<file path="config.mk">
export PLATFORM = sky130hd
export DESIGN_NAME = sraa_top
export DESIGN_NICKNAME = d
export VERILOG_FILES = /design/src/sraa_pkg.sv /design/src/sraa_link_if.sv /design/src/sraa_top.sv /design/src/sraa_sync.sv /design/src/sraa_alert.sv
export VERILOG_INCLUDE_DIRS = /design/src
export SDC_FILE = /design/constraint.sdc
export NUM_CORES = 1
export LEC_CHECK = 0
export BUFFER_PORTS_ARGS = -buffer_cell sky130_fd_sc_hd__buf_4
export CORE_ASPECT_RATIO = 0.9
export CORE_MARGIN = 3
export CORE_UTILIZATION = 50
export DETAILED_ROUTE_END_ITERATION = 8
export PLACE_DENSITY = 0.8
export SLEW_MARGIN = 20
export SYNTH_ARGS = -nofsm -noshare
export SYNTH_HDL_FRONTEND = slang
export SYNTH_SLANG_ARGS = --single-unit
</file>
<file path="constraint.sdc">
create_clock -name clk -period 2.65 [get_ports clk]
set_input_delay 0.1325 -clock clk [delete_from_list [all_inputs] [get_ports clk]]
set_output_delay 0.1325 -clock clk [all_outputs]
set_load 0.005 [all_outputs]
</file>
<file path="src/sraa_regs.svh">
`ifndef SRAA_REGS_SVH
`define SRAA_REGS_SVH
// ==========================================================
// four-wire command bytes
`define SRAA_CMD_WRITE 8'h90
`define SRAA_CMD_READ 8'h91
// ==========================================================
// pointer range
`define SRAA_PTR_FIRST 6'h00
`define SRAA_PTR_LAST 6'h3f
// ==========================================================
// alert control field reset values
`define SRAA_POL_RESET 1'h0
`define SRAA_DIS_RESET 1'h0
// ==========================================================
// measurement count: internal temp, external temp, supply, four analog inputs
`define SRAA_NUM_MEAS 7
// ==========================================================
// lock sequence: rising edges of chip select while in two-wire mode
`define SRAA_LOCK_EDGES 2'h3
`endif

</file>
<file path="src/sraa_pkg.sv">
`default_nettype none
package sraa_pkg;
  // four-wire framing states
  typedef enum logic [3:0] {
    SRAA_CMD = 4'h1,
    SRAA_ADDR = 4'h2,
    SRAA_WDATA = 4'h4,
    SRAA_RDATA = 4'h8
  } sraa_state_t;
  typedef logic [5:0] sraa_ptr_t;
  typedef logic [7:0] sraa_byte_t;
endpackage
`default_nettype wire

</file>
<file path="src/sraa_link_if.sv">
`timescale 1ns/10ps
`default_nettype none
// ==========================================================
// synchronised link events passed from the front end to the protocol engine
interface sraa_link_if;
  logic cs_fall;
  logic cs_rise;
  logic cs_low;
  logic sclk_rise;
  logic sclk_fall;
  logic din;
  modport src (output cs_fall, cs_rise, cs_low, sclk_rise, sclk_fall, din);
  modport dst (input cs_fall, cs_rise, cs_low, sclk_rise, sclk_fall, din);
endinterface
`default_nettype wire

</file>
<file path="src/sraa_top.sv">
`timescale 1ns/10ps
`default_nettype none
`include "sraa_regs.svh"
module sraa_top (
  input wire logic clk,
  input wire logic sys_rst,
  // four-wire pins, sampled by clk
  input wire logic cs_n,
  input wire logic sclk,
  input wire logic din,
  output logic dout_o,
  output logic dout_oe,
  // two-wire protocol engine access (byte level, same clock)
  input wire logic tw_addr_valid,
  input wire logic [7:0] tw_addr,
  input wire logic tw_wdata_valid,
  input wire logic [7:0] tw_wdata,
  input wire logic tw_rd_req,
  output logic [7:0] tw_rdata,
  // register file port
  output logic reg_wr,
  output sraa_pkg::sraa_ptr_t reg_addr,
  output sraa_pkg::sraa_byte_t reg_wdata,
  input wire sraa_pkg::sraa_byte_t reg_rdata,
  // alert
  input wire logic [`SRAA_NUM_MEAS-1:0] conv_done,
  input wire logic [`SRAA_NUM_MEAS-1:0] over_upper_limit,
  input wire logic [`SRAA_NUM_MEAS-1:0] under_lower_limit,
  input wire logic alert_polarity_bit,
  input wire logic alert_disable_bit,
  output logic [`SRAA_NUM_MEAS-1:0] int_status,
  output logic alert_o,
  output logic alert_oe,
  output logic four_wire_locked
);
  import sraa_pkg::*;

  sraa_link_if link ();

  // ==========================================================
  // pin front end: the device never drives a clock, it only samples one
  sraa_sync u_sync (
    .clk(clk),
    .sys_rst(sys_rst),
    .cs_n_pin(cs_n),
    .sclk_pin(sclk),
    .din_pin(din),
    .link(link)
  );

  sraa_alert u_alert (
    .clk(clk),
    .sys_rst(sys_rst),
    .conv_done(conv_done),
    .over_upper_limit(over_upper_limit),
    .under_lower_limit(under_lower_limit),
    .alert_polarity_bit(alert_polarity_bit),
    .alert_disable_bit(alert_disable_bit),
    .int_status(int_status),
    .alert_o(alert_o),
    .alert_oe(alert_oe)
  );

  // ==========================================================
  // interface mode lock
  logic lock_q, lock_d;
  logic [1:0] edge_cnt_q, edge_cnt_d;

  // counting is done on sys clock so no pin edge is ever used as a clock
  always_comb begin
    lock_d = lock_q;
    edge_cnt_d = edge_cnt_q;
    if (!lock_q && link.cs_rise) begin
      edge_cnt_d = edge_cnt_q + 2'h1;
      if (edge_cnt_d == `SRAA_LOCK_EDGES) begin
        lock_d = 1'b1;
      end
    end
  end

  // reset stands in for power cycling; nothing else clears the lock
  always_ff @(posedge clk) begin
    if (sys_rst) begin
      lock_q <= 1'b0;
      edge_cnt_q <= 2'h0;
    end else begin
      lock_q <= lock_d;
      edge_cnt_q <= edge_cnt_d;
    end
  end

  assign four_wire_locked = lock_q;

  // ==========================================================
  // four-wire shift engine
  sraa_state_t st_q, st_d;
  sraa_ptr_t ptr_q, ptr_d;
  logic [2:0] bit_q, bit_d;
  logic [7:0] sh_q, sh_d;
  logic [7:0] tx_q, tx_d;
  logic dout_q, dout_d;
  logic act_q, act_d;
  logic sw_wr, tw_wr;
  logic [7:0] sh_next;
  logic load_tx;

  always_comb begin
    st_d = st_q;
    ptr_d = ptr_q;
    bit_d = bit_q;
    sh_d = sh_q;
    tx_d = tx_q;
    dout_d = dout_q;
    act_d = act_q;
    sw_wr = 1'b0;
    load_tx = 1'b0;
    sh_next = {sh_q[6:0], link.din};
    if (lock_q && link.cs_fall) begin
      // every select assertion is a fresh transaction
      act_d = 1'b1;
      st_d = SRAA_CMD;
      bit_d = 3'h0;
    end else if (lock_q && link.cs_rise) begin
      act_d = 1'b0;
    end else if (act_q && link.cs_low && link.sclk_rise) begin
      sh_d = sh_next;
      bit_d = bit_q + 3'h1;
      if (bit_q == 3'h7) begin
        case (st_q)
          SRAA_CMD: begin
            if (sh_next == `SRAA_CMD_WRITE) begin
              st_d = SRAA_ADDR;
            end else if (sh_next == `SRAA_CMD_READ) begin
              st_d = SRAA_RDATA;
              load_tx = 1'b1;
            end else begin
              act_d = 1'b0; // unknown command: ignore rest of frame
            end
          end
          SRAA_ADDR: begin
            ptr_d = sh_next[5:0];
            st_d = SRAA_WDATA;
          end
          SRAA_WDATA: begin
            sw_wr = 1'b1;
            ptr_d = (ptr_q == `SRAA_PTR_LAST) ? `SRAA_PTR_FIRST : ptr_q + 6'h1;
          end
          SRAA_RDATA: begin
            ptr_d = (ptr_q == `SRAA_PTR_LAST) ? `SRAA_PTR_FIRST : ptr_q + 6'h1;
            load_tx = 1'b1;
          end
          default: begin
            st_d = SRAA_CMD;
          end
        endcase
      end
    end else if (act_q && link.cs_low && link.sclk_fall && st_q == SRAA_RDATA) begin
      dout_d = tx_q[7];
      tx_d = {tx_q[6:0], 1'b0};
    end
    if (load_tx) begin
      // next byte comes from the pointer after any advance
      tx_d = reg_rdata;
    end
    if (tw_addr_valid && !lock_q) begin
      ptr_d = tw_addr[5:0];
    end
  end

  always_ff @(posedge clk) begin
    if (sys_rst) begin
      st_q <= SRAA_CMD;
      ptr_q <= `SRAA_PTR_FIRST;
      bit_q <= 3'h0;
      sh_q <= 8'h00;
      tx_q <= 8'h00;
      dout_q <= 1'b0;
      act_q <= 1'b0;
    end else begin
      st_q <= st_d;
      ptr_q <= ptr_d;
      bit_q <= bit_d;
      sh_q <= sh_d;
      tx_q <= tx_d;
      dout_q <= dout_d;
      act_q <= act_d;
    end
  end

  // ==========================================================
  // register port and two-wire access
  // two-wire write keeps the pointer, so repeated bytes hit one register
  assign tw_wr = tw_wdata_valid & ~lock_q;
  // read data port reflects the pointer just updated for a read load
  assign reg_addr = (load_tx && st_q == SRAA_RDATA) ?
                    ((ptr_q == `SRAA_PTR_LAST) ? `SRAA_PTR_FIRST : ptr_q + 6'h1) : ptr_q;
  assign reg_wr = sw_wr | tw_wr;
  assign reg_wdata = sw_wr ? sh_next : tw_wdata;

  logic [7:0] tw_rd_q, tw_rd_d;
  // two-wire read returns one byte and leaves the pointer alone
  always_comb begin
    tw_rd_d = tw_rd_q;
    if (tw_rd_req && !lock_q) begin
      tw_rd_d = reg_rdata;
    end
  end

  always_ff @(posedge clk) begin
    if (sys_rst) begin
      tw_rd_q <= 8'h00;
    end else begin
      tw_rd_q <= tw_rd_d;
    end
  end

  assign tw_rdata = tw_rd_q;
  // float whenever deselected or not returning data
  assign dout_o = dout_q;
  assign dout_oe = act_q & link.cs_low & (st_q == SRAA_RDATA);
endmodule
`default_nettype wire

</file>
<file path="src/sraa_sync.sv">
`timescale 1ns/10ps
`default_nettype none
module sraa_sync (
  input wire logic clk,
  input wire logic sys_rst,
  input wire logic cs_n_pin,
  input wire logic sclk_pin,
  input wire logic din_pin,
  sraa_link_if.src link
);
  logic [2:0] cs_q, cs_d;
  logic [2:0] sclk_q, sclk_d;
  logic [1:0] din_q, din_d;

  // ==========================================================
  // two-stage synchronisers plus one history stage for edges
  always_comb begin
    cs_d = {cs_q[1:0], cs_n_pin};
    sclk_d = {sclk_q[1:0], sclk_pin};
    din_d = {din_q[0], din_pin};
  end

  always_ff @(posedge clk) begin
    if (sys_rst) begin
      cs_q <= 3'h7; // idle: deselected
      sclk_q <= 3'h0;
      din_q <= 2'h0;
    end else begin
      cs_q <= cs_d;
      sclk_q <= sclk_d;
      din_q <= din_d;
    end
  end

  // edges only look at the second and third stages, never the first flop
  assign link.cs_fall = cs_q[2] & ~cs_q[1];
  assign link.cs_rise = ~cs_q[2] & cs_q[1];
  assign link.cs_low = ~cs_q[1];
  assign link.sclk_rise = ~sclk_q[2] & sclk_q[1];
  assign link.sclk_fall = sclk_q[2] & ~sclk_q[1];
  assign link.din = din_q[1];
endmodule
`default_nettype wire

</file>
<file path="src/sraa_alert.sv">
`timescale 1ns/10ps
`default_nettype none
`include "sraa_regs.svh"
module sraa_alert (
  input wire logic clk,
  input wire logic sys_rst,
  input wire logic [`SRAA_NUM_MEAS-1:0] conv_done,
  input wire logic [`SRAA_NUM_MEAS-1:0] over_upper_limit,
  input wire logic [`SRAA_NUM_MEAS-1:0] under_lower_limit,
  input wire logic alert_polarity_bit,
  input wire logic alert_disable_bit,
  output logic [`SRAA_NUM_MEAS-1:0] int_status,
  output logic alert_o,
  output logic alert_oe
);
  logic [`SRAA_NUM_MEAS-1:0] viol_q, viol_d;
  logic act_q, act_d;

  // ==========================================================
  // per-measurement violation: updated by each new conversion result
  genvar i;
  generate
    for (i = 0; i < `SRAA_NUM_MEAS; i++) begin : g_meas
      always_comb begin
        viol_d[i] = viol_q[i];
        if (conv_done[i]) begin
          viol_d[i] = over_upper_limit[i] | under_lower_limit[i];
        end
      end
    end
  endgenerate

  // pin level: active when enabled and any source offends
  always_comb begin
    act_d = ~alert_disable_bit & (|viol_d);
  end

  always_ff @(posedge clk) begin
    if (sys_rst) begin
      viol_q <= '0;
      act_q <= 1'b0;
    end else begin
      viol_q <= viol_d;
      act_q <= act_d;
    end
  end

  assign int_status = viol_q;
  // open drain: only ever drives low; polarity picks when the pull-down is on
  assign alert_o = 1'b0;
  assign alert_oe = alert_polarity_bit ? ~act_q : act_q;
endmodule
`default_nettype wire

</file>
### Yosys cells after proc, flatten, opt, wreduce, memory -nomap -nowiden

Cells that the tools add are included.

| storage, ports and cells | value |
|---|---|
| output and inout bits | 35 |
| input port bits | 55 |
| logic and storage cells | 135 |
| register bits after elaboration | 57 |

| cells by class | value |
|---|---|
| $add $sub $neg | 3 |
| bitwise logic cells | 27 |
| reductions and logical operators | 29 |
| multiplexer cells | 44 |
| eq/ne operators | 17 |

Operator list:

| operator | number |
|---|---|
| 8-bit 2-to-1 mux | 6 |
| 6-bit 2-to-1 mux | 7 |
| 1-bit 2-to-1 mux | 26 |
| 8-bit == test, second input constant | 2 |
| 5-bit AND reduction | 3 |
| 4-bit case mux with 3 select lines | 1 |
| 6-bit case mux with 2 select lines | 1 |
| 3-bit nonzero test | 4 |
| 1-bit NOT | 11 |
| 1-bit logical AND | 10 |
| 3-bit != test, second input constant | 3 |
| 1-bit bitwise AND | 8 |
| 4-bit 2-to-1 mux | 2 |
| 1-bit bitwise OR | 8 |
| 4-bit AND reduction | 2 |
| 7-bit OR reduction | 1 |
| 6-bit by 1-bit adder with 6-bit output, second input constant | 1 |
| 6-bit == test, second input constant | 1 |
| 2-bit != test, second input constant | 3 |
| 2-bit nonzero test | 3 |
| 4-bit by 1-bit == test with 1-bit output, second input constant | 1 |
| 4-bit by 2-bit == test with 1-bit output, second input constant | 1 |
| 4-bit by 3-bit == test with 1-bit output, second input constant | 1 |
| 4-bit == test, second input constant | 1 |
| 10 further kinds | 13 |

### Depth between registers and ports, before layout

Gate-level depths: netlist (run 1).

| logic depth | value |
|---|---|
| depth in word-level cells | 10 |
| mapped depth | 7 |
| mapped depth without buffers | 6 |

### Modules after synthesis

From an unflattened synthesis (run 1), not the netlist that was laid out.

| unflattened totals | value |
|---|---|
| cell total of the unflattened synthesis | 319 |
| area, all modules | 2820.2 um^2 |

Modules (own cells, without submodules):

| module | cells an instance | area each (um^2) | times used | sequential area each (um^2) |
|---|---|---|---|---|
| sraa_top | 256 | 2239.6 | 1 | 820.8 |
| sraa_alert | 42 | 341.6 | 1 | 160.2 |
| sraa_sync | 21 | 239.0 | 1 | 160.2 |

### Least setup slack after synthesis (run 1)

OpenSTA, ideal clock, no wires.

| timing | value |
|---|---|
| path kind | register to register |
| from | register st_q[2] |
| to | register tx_q[4] |
| cell stages (with the launch flop) | 8 |
| arrival | 2233 ps |
| path slack | 338 ps |
| library setup time | 79 ps |
| data required time | 2571 ps |
| cell sequence | dfxtp_1 > clkbuf_1 > or4b_4 > or4_4 > a221oi_4 > buf_6 > nor2_1 > a211oi_2 |

| on the way | value |
|---|---|
| longest elaborated chain between the ends | 8 |
| elaborated cells on any way between the ends | 14 |
| classes of those cells | eq/ne: 5; mux: 6; reduce/logical: 3 |

Ends and longest elaborated chain:

| item | line | source |
|---|---|---|
| start: declaration | sraa_top.sv:96 | `sraa_state_t st_q, st_d;` |
| start signal: assignment | sraa_top.sv:180 | `st_q <= st_d;` |
| 4-bit == test / 4-bit by 1-bit == test with 1-bit output (equally long branches) | sraa_top.sv:129, sraa_top.sv:157 |  |
| 1-bit case mux with 2 select lines | sraa_top.sv:129 | `case (st_q)` |
| 1-bit 2-to-1 mux | sraa_top.sv:128 | `if (bit_q == 3'h7) begin` |
| 1-bit 2-to-1 mux | sraa_top.sv:125 | `end else if (act_q && link.cs_low && link.sclk_rise) begin` |
| 1-bit 2-to-1 mux | sraa_top.sv:123 | `end else if (lock_q && link.cs_rise) begin` |
| 1-bit 2-to-1 mux | sraa_top.sv:118 | `if (lock_q && link.cs_fall) begin` |
| 2-bit != test (no line) / 2-bit nonzero test (equally long branches) | - |  |
| 4-bit AND reduction (no line) | - |  |
| end signal: assignment | sraa_top.sv:184 | `tx_q <= tx_d;` |
| end: declaration | sraa_top.sv:100 | `logic [7:0] tx_q, tx_d;` |

Several ways; a longest one is shown, not always the timed one.
A chain may end at the register's enable or synchronous reset.

### Worst setup path after layout (run 1)

| timing | value |
|---|---|
| from | register st_q[0] |
| to | register tx_q[1] |

The elaborated chain is that of the path after synthesis.

==> results of run 1 <==
stage by stage:
step / instances / worst slack, ps / area (um^2) / hold WS (ps) / utilization [%]
floorplan: 319 / 338 / 2800 / 236 / -
global placement: 463 / 375 / 3500 / 318 / 65.8
detailed placement: 463 / 305 / 3500 / 321 / 65.8
CTS: 482 / 65.4 / 3700 / 39.4 / 69.7
global route: 482 / 13.5 / 3720 / 46.8 / 69.9
finish: 482 / 247 / 3720 / 49.5 / 69.9
final cells by class:
class	instances	share of cell area, %
sequential	57	30.7
tap	67	2.26
timing repair buffer	95	19.4
multi-input combinational	239	42.2
clock inverter	3	0.404
inverter	8	0.808
clock buffer	13	4.28
logic make-up after synthesis:
kind of cell / count (synthesis) / synth area share (%)
AO/OA/AOI/OAI: 62 / 15.8
XOR/XNOR: 8 / 2.51
adder cells (fa/ha/maj): 4 / 1.79
buffers and inverters: 23 / 3.54
flip-flops: 57 / 40.8
multiplexers: 34 / 12.6
other: 1 / 0.134
AND/OR/NAND/NOR: 130 / 22.8
worst max-delay path, stage by stage, from the launching register on:
cell	delay, ps
dfxtp_1	480
or4b_4	530
or4_4	570
a221oi_4	220
buf_4	240
nor2_1	70
a211oi_1	210
sequential cells by signal (all words and copies together) (netlist names), 2 cells and up:
| register | flops |
|---|---|
| st_q | 4 |
| u_sync.sclk_q | 3 |
| tw_rdata | 8 |
| ptr_q | 6 |
| sh_q | 7 |
| u_alert.int_status | 7 |
| u_sync.din_q | 2 |
| edge_cnt_q | 2 |
| u_sync.cs_q | 3 |
| tx_q | 8 |
| bit_q | 3 |
power by group:
part,switching [mW],internal (mW),total [mW]
combinational,0.0816,0.127,0.209
sequential,0.0228,0.888,0.910
clock,0.321,0.386,0.707
total,0.426,1.40,1.83
layer usage:
layer	vias to the layer above	wire, um	GRT usage, %
li1	1305	-	-
met1	1155	2960	25.6
met2	101	3200	34.4
met3	15	568	5.80
met4	0	128	12.0
met5	-	0	0
what timing repair did:
item,4_1_cts,5_1_grt
hold buffers,3,0
resized for setup,0,2
setup endpoints to repair,0,9
hold endpoints to repair,3,0
final timing paths:
kind	start	endpoint	slack [ps]	cells past startpoint
setup / recovery	st_q[0]	tx_q[1]	250	6
hold / removal	reg_rdata[3]	tw_rdata[3]	50	3
setup reg to reg	st_q[0]	tx_q[1]	250	6
hold reg to reg	u_sync.cs_q[0]	u_sync.cs_q[1]	430	1
cells in the final DEF, fill, tap and decap left out, drive strengths merged, types with 2 or more instances in the layout:
cell,Yosys,routed
a211oi,12,12
a21oi,12,12
a31oi,3,3
and3,3,3
buf,3,92
clkbuf,12,13
clkinv,0,3
dfxtp,57,57
dlygate4sd3,0,3
ha,4,4
inv,8,8
mux2,10,10
mux2i,24,24
nand2,23,23
nand2b,6,6
nand3,4,4
nand3b,2,2
nand4,2,2
nand4bb,2,2
nor2,58,58
nor2b,10,10
nor3,5,5
nor3b,3,3
nor4bb,2,2
o21a,2,2
o21ai,18,18
o21bai,2,2
o32ai,3,3
or2,5,5
xnor2,4,4
xor2,4,4
==> flow_summary.json, run 1 <==
{
  "status": "complete, no violations",
  "clkTransAtPathRegs_ps": 60,
  "post_synth.cell_area_avg_um2": 8.76,
  "multiInputGateArea_um2": 1570,
  "vias": 2576,
  "post-route-period-util_pct": 90.7,
  "syn_nets": 378,
  "fin_crit_ps": 2400,
  "rsz0062_at_grt": "false",
  "htreeDepth": 3,
  "synth_edf_count": 0,
  "ys_warn_count": 0,
  "min_path_type": "input port to flip-flop",
  "grt_max_degree": 54,
  "synth-async-reset-ratio_pct": 0,
  "diodes": 0,
  "syn_area_um2": 2800,
  "synth_flop_cell": "dfxtp_1",
  "antenna_found_initial": 0,
  "first_global_vias": 2514,
  "synth.distinct_cells": 49,
  "total_power_mw": 1.83,
  "area_delta_synth_final_pct": 32.9,
  "final_hold_viol_count": 0,
  "cts.sinks": 57,
  "worst_slew_pin_slew_ps": 853,
  "cts_buffer_depth": 2,
  "grt_overflow": 0,
  "routed_wl_mm": 6.86,
  "synth-seq-area-share_pct": 40.8,
  "nets": 469,
  "relSlewSlack_pct": 42.8,
  "worst_skew_pair.late_latency_ps": 330,
  "yosys.area.top_type_share_pct": 40.8,
  "core-area_um2": 5320,
  "cts_tree": "yes",
  "start_util_pct": 52.6,
  "detail_route.vias_per_cell": 5.34,
  "die_w_um": 84.8,
  "fin_worst_skew_ps": 9.94,
  "p_leak_nw": 1.68,
  "max_cap_violations": 0,
  "wl_per_cell_um": 14.2,
  "rows": 25,
  "ant_nets": 0,
  "synth-seq-cells": 57,
  "io_pins": 90,
  "dp.final_hpwl_mm": 5.04,
  "drtIter0Drc": 145,
  "seqCellArea_um2": 1140,
  "cts_setup_buffers": 0,
  "synth_common_cells": "nor2_1, dfxtp_1, mux2i_1, nand2_1, o21ai_0",
  "port_buffers": 86,
  "crit_type": "flip-flop to flip-flop",
  "synth_most_common_cell": "nor2_1",
  "power_density_nw_per_um2": 491,
  "netlist_instances": 319,
  "first_pass_iters": 4,
  "grtUsageTotal_pct": 21.4,
  "cts-buffers-inserted": 9,
  "die-area_um2": 6520,
  "drv_slew": 0,
  "critPathRequiredTime_ps": 2890,
  "maxClockFrequency_mhz": 416,
  "cts_root_buf": "clkbuf_8",
  "setup_tns_ps": 0,
  "ir_worst_vdd_v": 0.000414,
  "worst_setup_path_start_kind": "flip-flop",
  "synth_area_leaders": "dfxtp_1, mux2i_1, nor2_1",
  "crit_fanout": 15,
  "end_kind": "flip-flop",
  "drc": 0,
  "gp_congestion": 0.823,
  "drive_gt1_share_pct": 31.3,
  "setup_viol": 0,
  "die_h_um": 76.9,
  "grt_pass1_wl_mm": 11.3,
  "fillers": 441,
  "yosysTopAreaCell": "dfxtp_1",
  "critPathArrivalTime_ps": 2650
}
Power figures use the tool's default switching activity.
==> run 2: changes to the inputs <==
--- a/config.mk
+++ b/config.mk
@@ -6,12 +6,14 @@
 export SDC_FILE = /design/constraint.sdc
 export NUM_CORES = 1
 export LEC_CHECK = 0
+export ABC_AREA = 1
 export BUFFER_PORTS_ARGS = -buffer_cell sky130_fd_sc_hd__buf_4
 export CORE_ASPECT_RATIO = 0.9
 export CORE_MARGIN = 3
 export CORE_UTILIZATION = 50
 export DETAILED_ROUTE_END_ITERATION = 8
-export PLACE_DENSITY = 0.8
+export PLACE_DENSITY = 0.79
+export SKIP_CTS_REPAIR_TIMING = 1
 export SLEW_MARGIN = 20
 export SYNTH_ARGS = -nofsm -noshare
 export SYNTH_HDL_FRONTEND = slang
==> flow_summary.json, run 2 <==
{
  "drtIter0Drc": 182,
  "path_buf_inv": 1,
  "post_synth.cell_area_avg_um2": 7.02,
  "worst_skew_pair.late_latency_ps": 330,
  "rows": 25,
  "synth_most_common_cell": "nand2_1",
  "syn_nets": 471,
  "io_pins": 90,
  "syn_area_um2": 2890,
  "end_kind": "output pin",
  "cts_tree": "yes",
  "drv_slew": 0,
  "antenna_found_initial": 0,
  "setup_tns_ps": 0,
  "ant_nets": 0,
  "postPlaceCellArea_um2": 3550,
  "p_leak_nw": 1.87,
  "wl_per_cell_um": 11.4,
  "synth-seq-area-share_pct": 39.5,
  "fin_area_um2": 3750,
  "drive_gt1_share_pct": 28.5,
  "gp_congestion": 0.823,
  "synth-async-reset-ratio_pct": 0,
  "grtUsageTotal_pct": 19.7,
  "dp.final_hpwl_mm": 5.11,
  "cts_buffer_depth": 2,
  "setup_viol": 0,
  "first_pass_iters": 5,
  "crit_type": "flip-flop to output pin",
  "critPathCapture": "reg_wdata[7]",
  "grt_max_degree": 20,
  "ir_worst_vdd_v": 0.000310,
  "port_buffers": 86,
  "critPathRequiredTime_ps": 2520,
  "synth_area_leaders": "dfxtp_1, nand2_1, nor2_1",
  "min_path_type": "input port to flip-flop",
  "worst_setup_path_start_kind": "flip-flop",
  "post-route-period-util_pct": 88.8,
  "die-area_um2": 6730,
  "area_delta_synth_final_pct": 29.8,
  "start_util_pct": 53.4,
  "cts-buffers-inserted": 9,
  "die_h_um": 78.1,
  "crit_top_cell": "ha_1",
  "synth.distinct_cells": 33,
  "fin_crit_ps": 2350,
  "nets": 561,
  "slowest_stage": "dfxtp_1",
  "grt_pass1_wl_mm": 10.8,
  "core-area_um2": 5410,
  "max_stage_delay_ps": 350,
  "first_global_vias": 2525,
  "path_cells": "ha_1 -> ha_1 -> nand4_1 -> nor2_4 -> nand2_4 -> mux2_4 -> buf_4",
  "worstRegToRegCells": 9,
  "synth_flop_cell": "dfxtp_1",
  "drc": 0,
  "diodes": 0,
  "power_density_nw_per_um2": 485,
  "total_power_mw": 1.82,
  "rr_startpoint": "bit_q[0]",
  "synth_common_cells": "nand2_1, nor2_1, dfxtp_1, inv_1, o21ai_0",
  "yosys.area.top_type_share_pct": 39.5,
  "fin_util_pct": 69.4,
  "netlist_instances": 412,
  "vias": 2845,
  "routed_wl_mm": 6.54,
  "path_delay_family": "simple AND/OR/NAND/NOR gates",
  "final_common_cell": "nand2_1",
  "crit_fanout": 15,
  "die_w_um": 86.2,
  "r2r_setup_slack_ps": 810,
  "yosysTopAreaCell": "dfxtp_1",
  "crit_start": "bit_q[0]",
  "grt_overflow": 0,
  "final_hold_viol_count": 0,
  "rr_endpoint": "tx_q[3]",
  "cts_root_buf": "clkbuf_8",
  "detail_route.vias_per_cell": 4.97,
  "synth-seq-cells": 57,
  "max_cap_violations": 0,
  "cts.sinks": 57,
  "ys_warn_count": 0,
  "htreeDepth": 3,
  "status": "complete, no violations",
  "cp.depth": 7,
  "maxClockFrequency_mhz": 425,
  "mostFrequentLayoutCells": "nand2_1, buf_4, nor2_1",
  "critPathArrivalTime_ps": 2220,
  "clkTransAtPathRegs_ps": 60,
  "synth_edf_count": 0,
  "fin_worst_skew_ps": 7.94,
  "rsz0062_at_grt": "false"
}
==> run 2: cell type report <==
class / instances / area (um^2)
clock buffers: 11 / 151
clock inverters: 3 / 17.5
fillers: 472 / 1660
inverters: 46 / 173
multi-input cells: 297 / 1500
flip-flops and latches: 57 / 1140
well taps: 67 / 83.8
repair buffers: 91 / 691
==> run 2: worst register-to-register path: stages, from the launching register on <==
cell and delay, ps:
dfxtp_1 350, ha_1 150, ha_1 160, nand4_1 170
nor2_4 350, nand2_4 160, nand2_4 90, nand2_4 100
nor2_1 140, nor2_1 50
==> run 2: worst min-delay path by stage <==
stage                                  from               end  slack [ps]  cells past startpoint
final                                  sclk  u_sync.sclk_q[0]           6                      3
after detailed placement  alert_disable_bit     u_alert.act_q         290                      2
after global placement    alert_disable_bit     u_alert.act_q         290                      2
after CTS                 alert_disable_bit     u_alert.act_q         -70                      2
after floorplan           alert_disable_bit     u_alert.act_q         200                      1
after global routing                   sclk  u_sync.sclk_q[0]          20                      3
==> run 2: logic make-up (layout without fill, tap and decap cells) <==
family                     count (synthesis)  count (layout)  share of synthesized area (%)
buffers and inverters                     58             151                           8.78
DFF                                       57              57                           39.5
xor gates and xnor gates                   5               5                           1.51
other                                      1               1                          0.130
AOI/OAI and AO/OA                         74              74                           14.3
adders and majority gates                  4               4                           1.73
and+or+nand+nor                          211             211                           33.0
muxes                                      2               2                           1.04
==> run 2: power by group <==
group | switching (mW) | internal (mW)
combinational | 0.0916 | 0.126
sequential | 0.0195 | 0.887
clock | 0.323 | 0.376
total | 0.434 | 1.39
==> run 2: metrics by stage <==
stage	worst slack, ps	cells	hold slack [ps]
after global routing	79.9	572	17.1
final	297	572	6.16
after floorplan	1080	412	205
after global placement	687	555	294
after CTS	270	569	-65.1
after detailed placement	646	555	291
==> run 2: metal layers <==
layer	GRT usage, %	routed length [um]	vias up
met2	33.4	3170	76
met3	6.09	394	6
li1	-	-	1485
met4	6.65	72	0
met5	0	0	-
met1	23.4	2900	1278
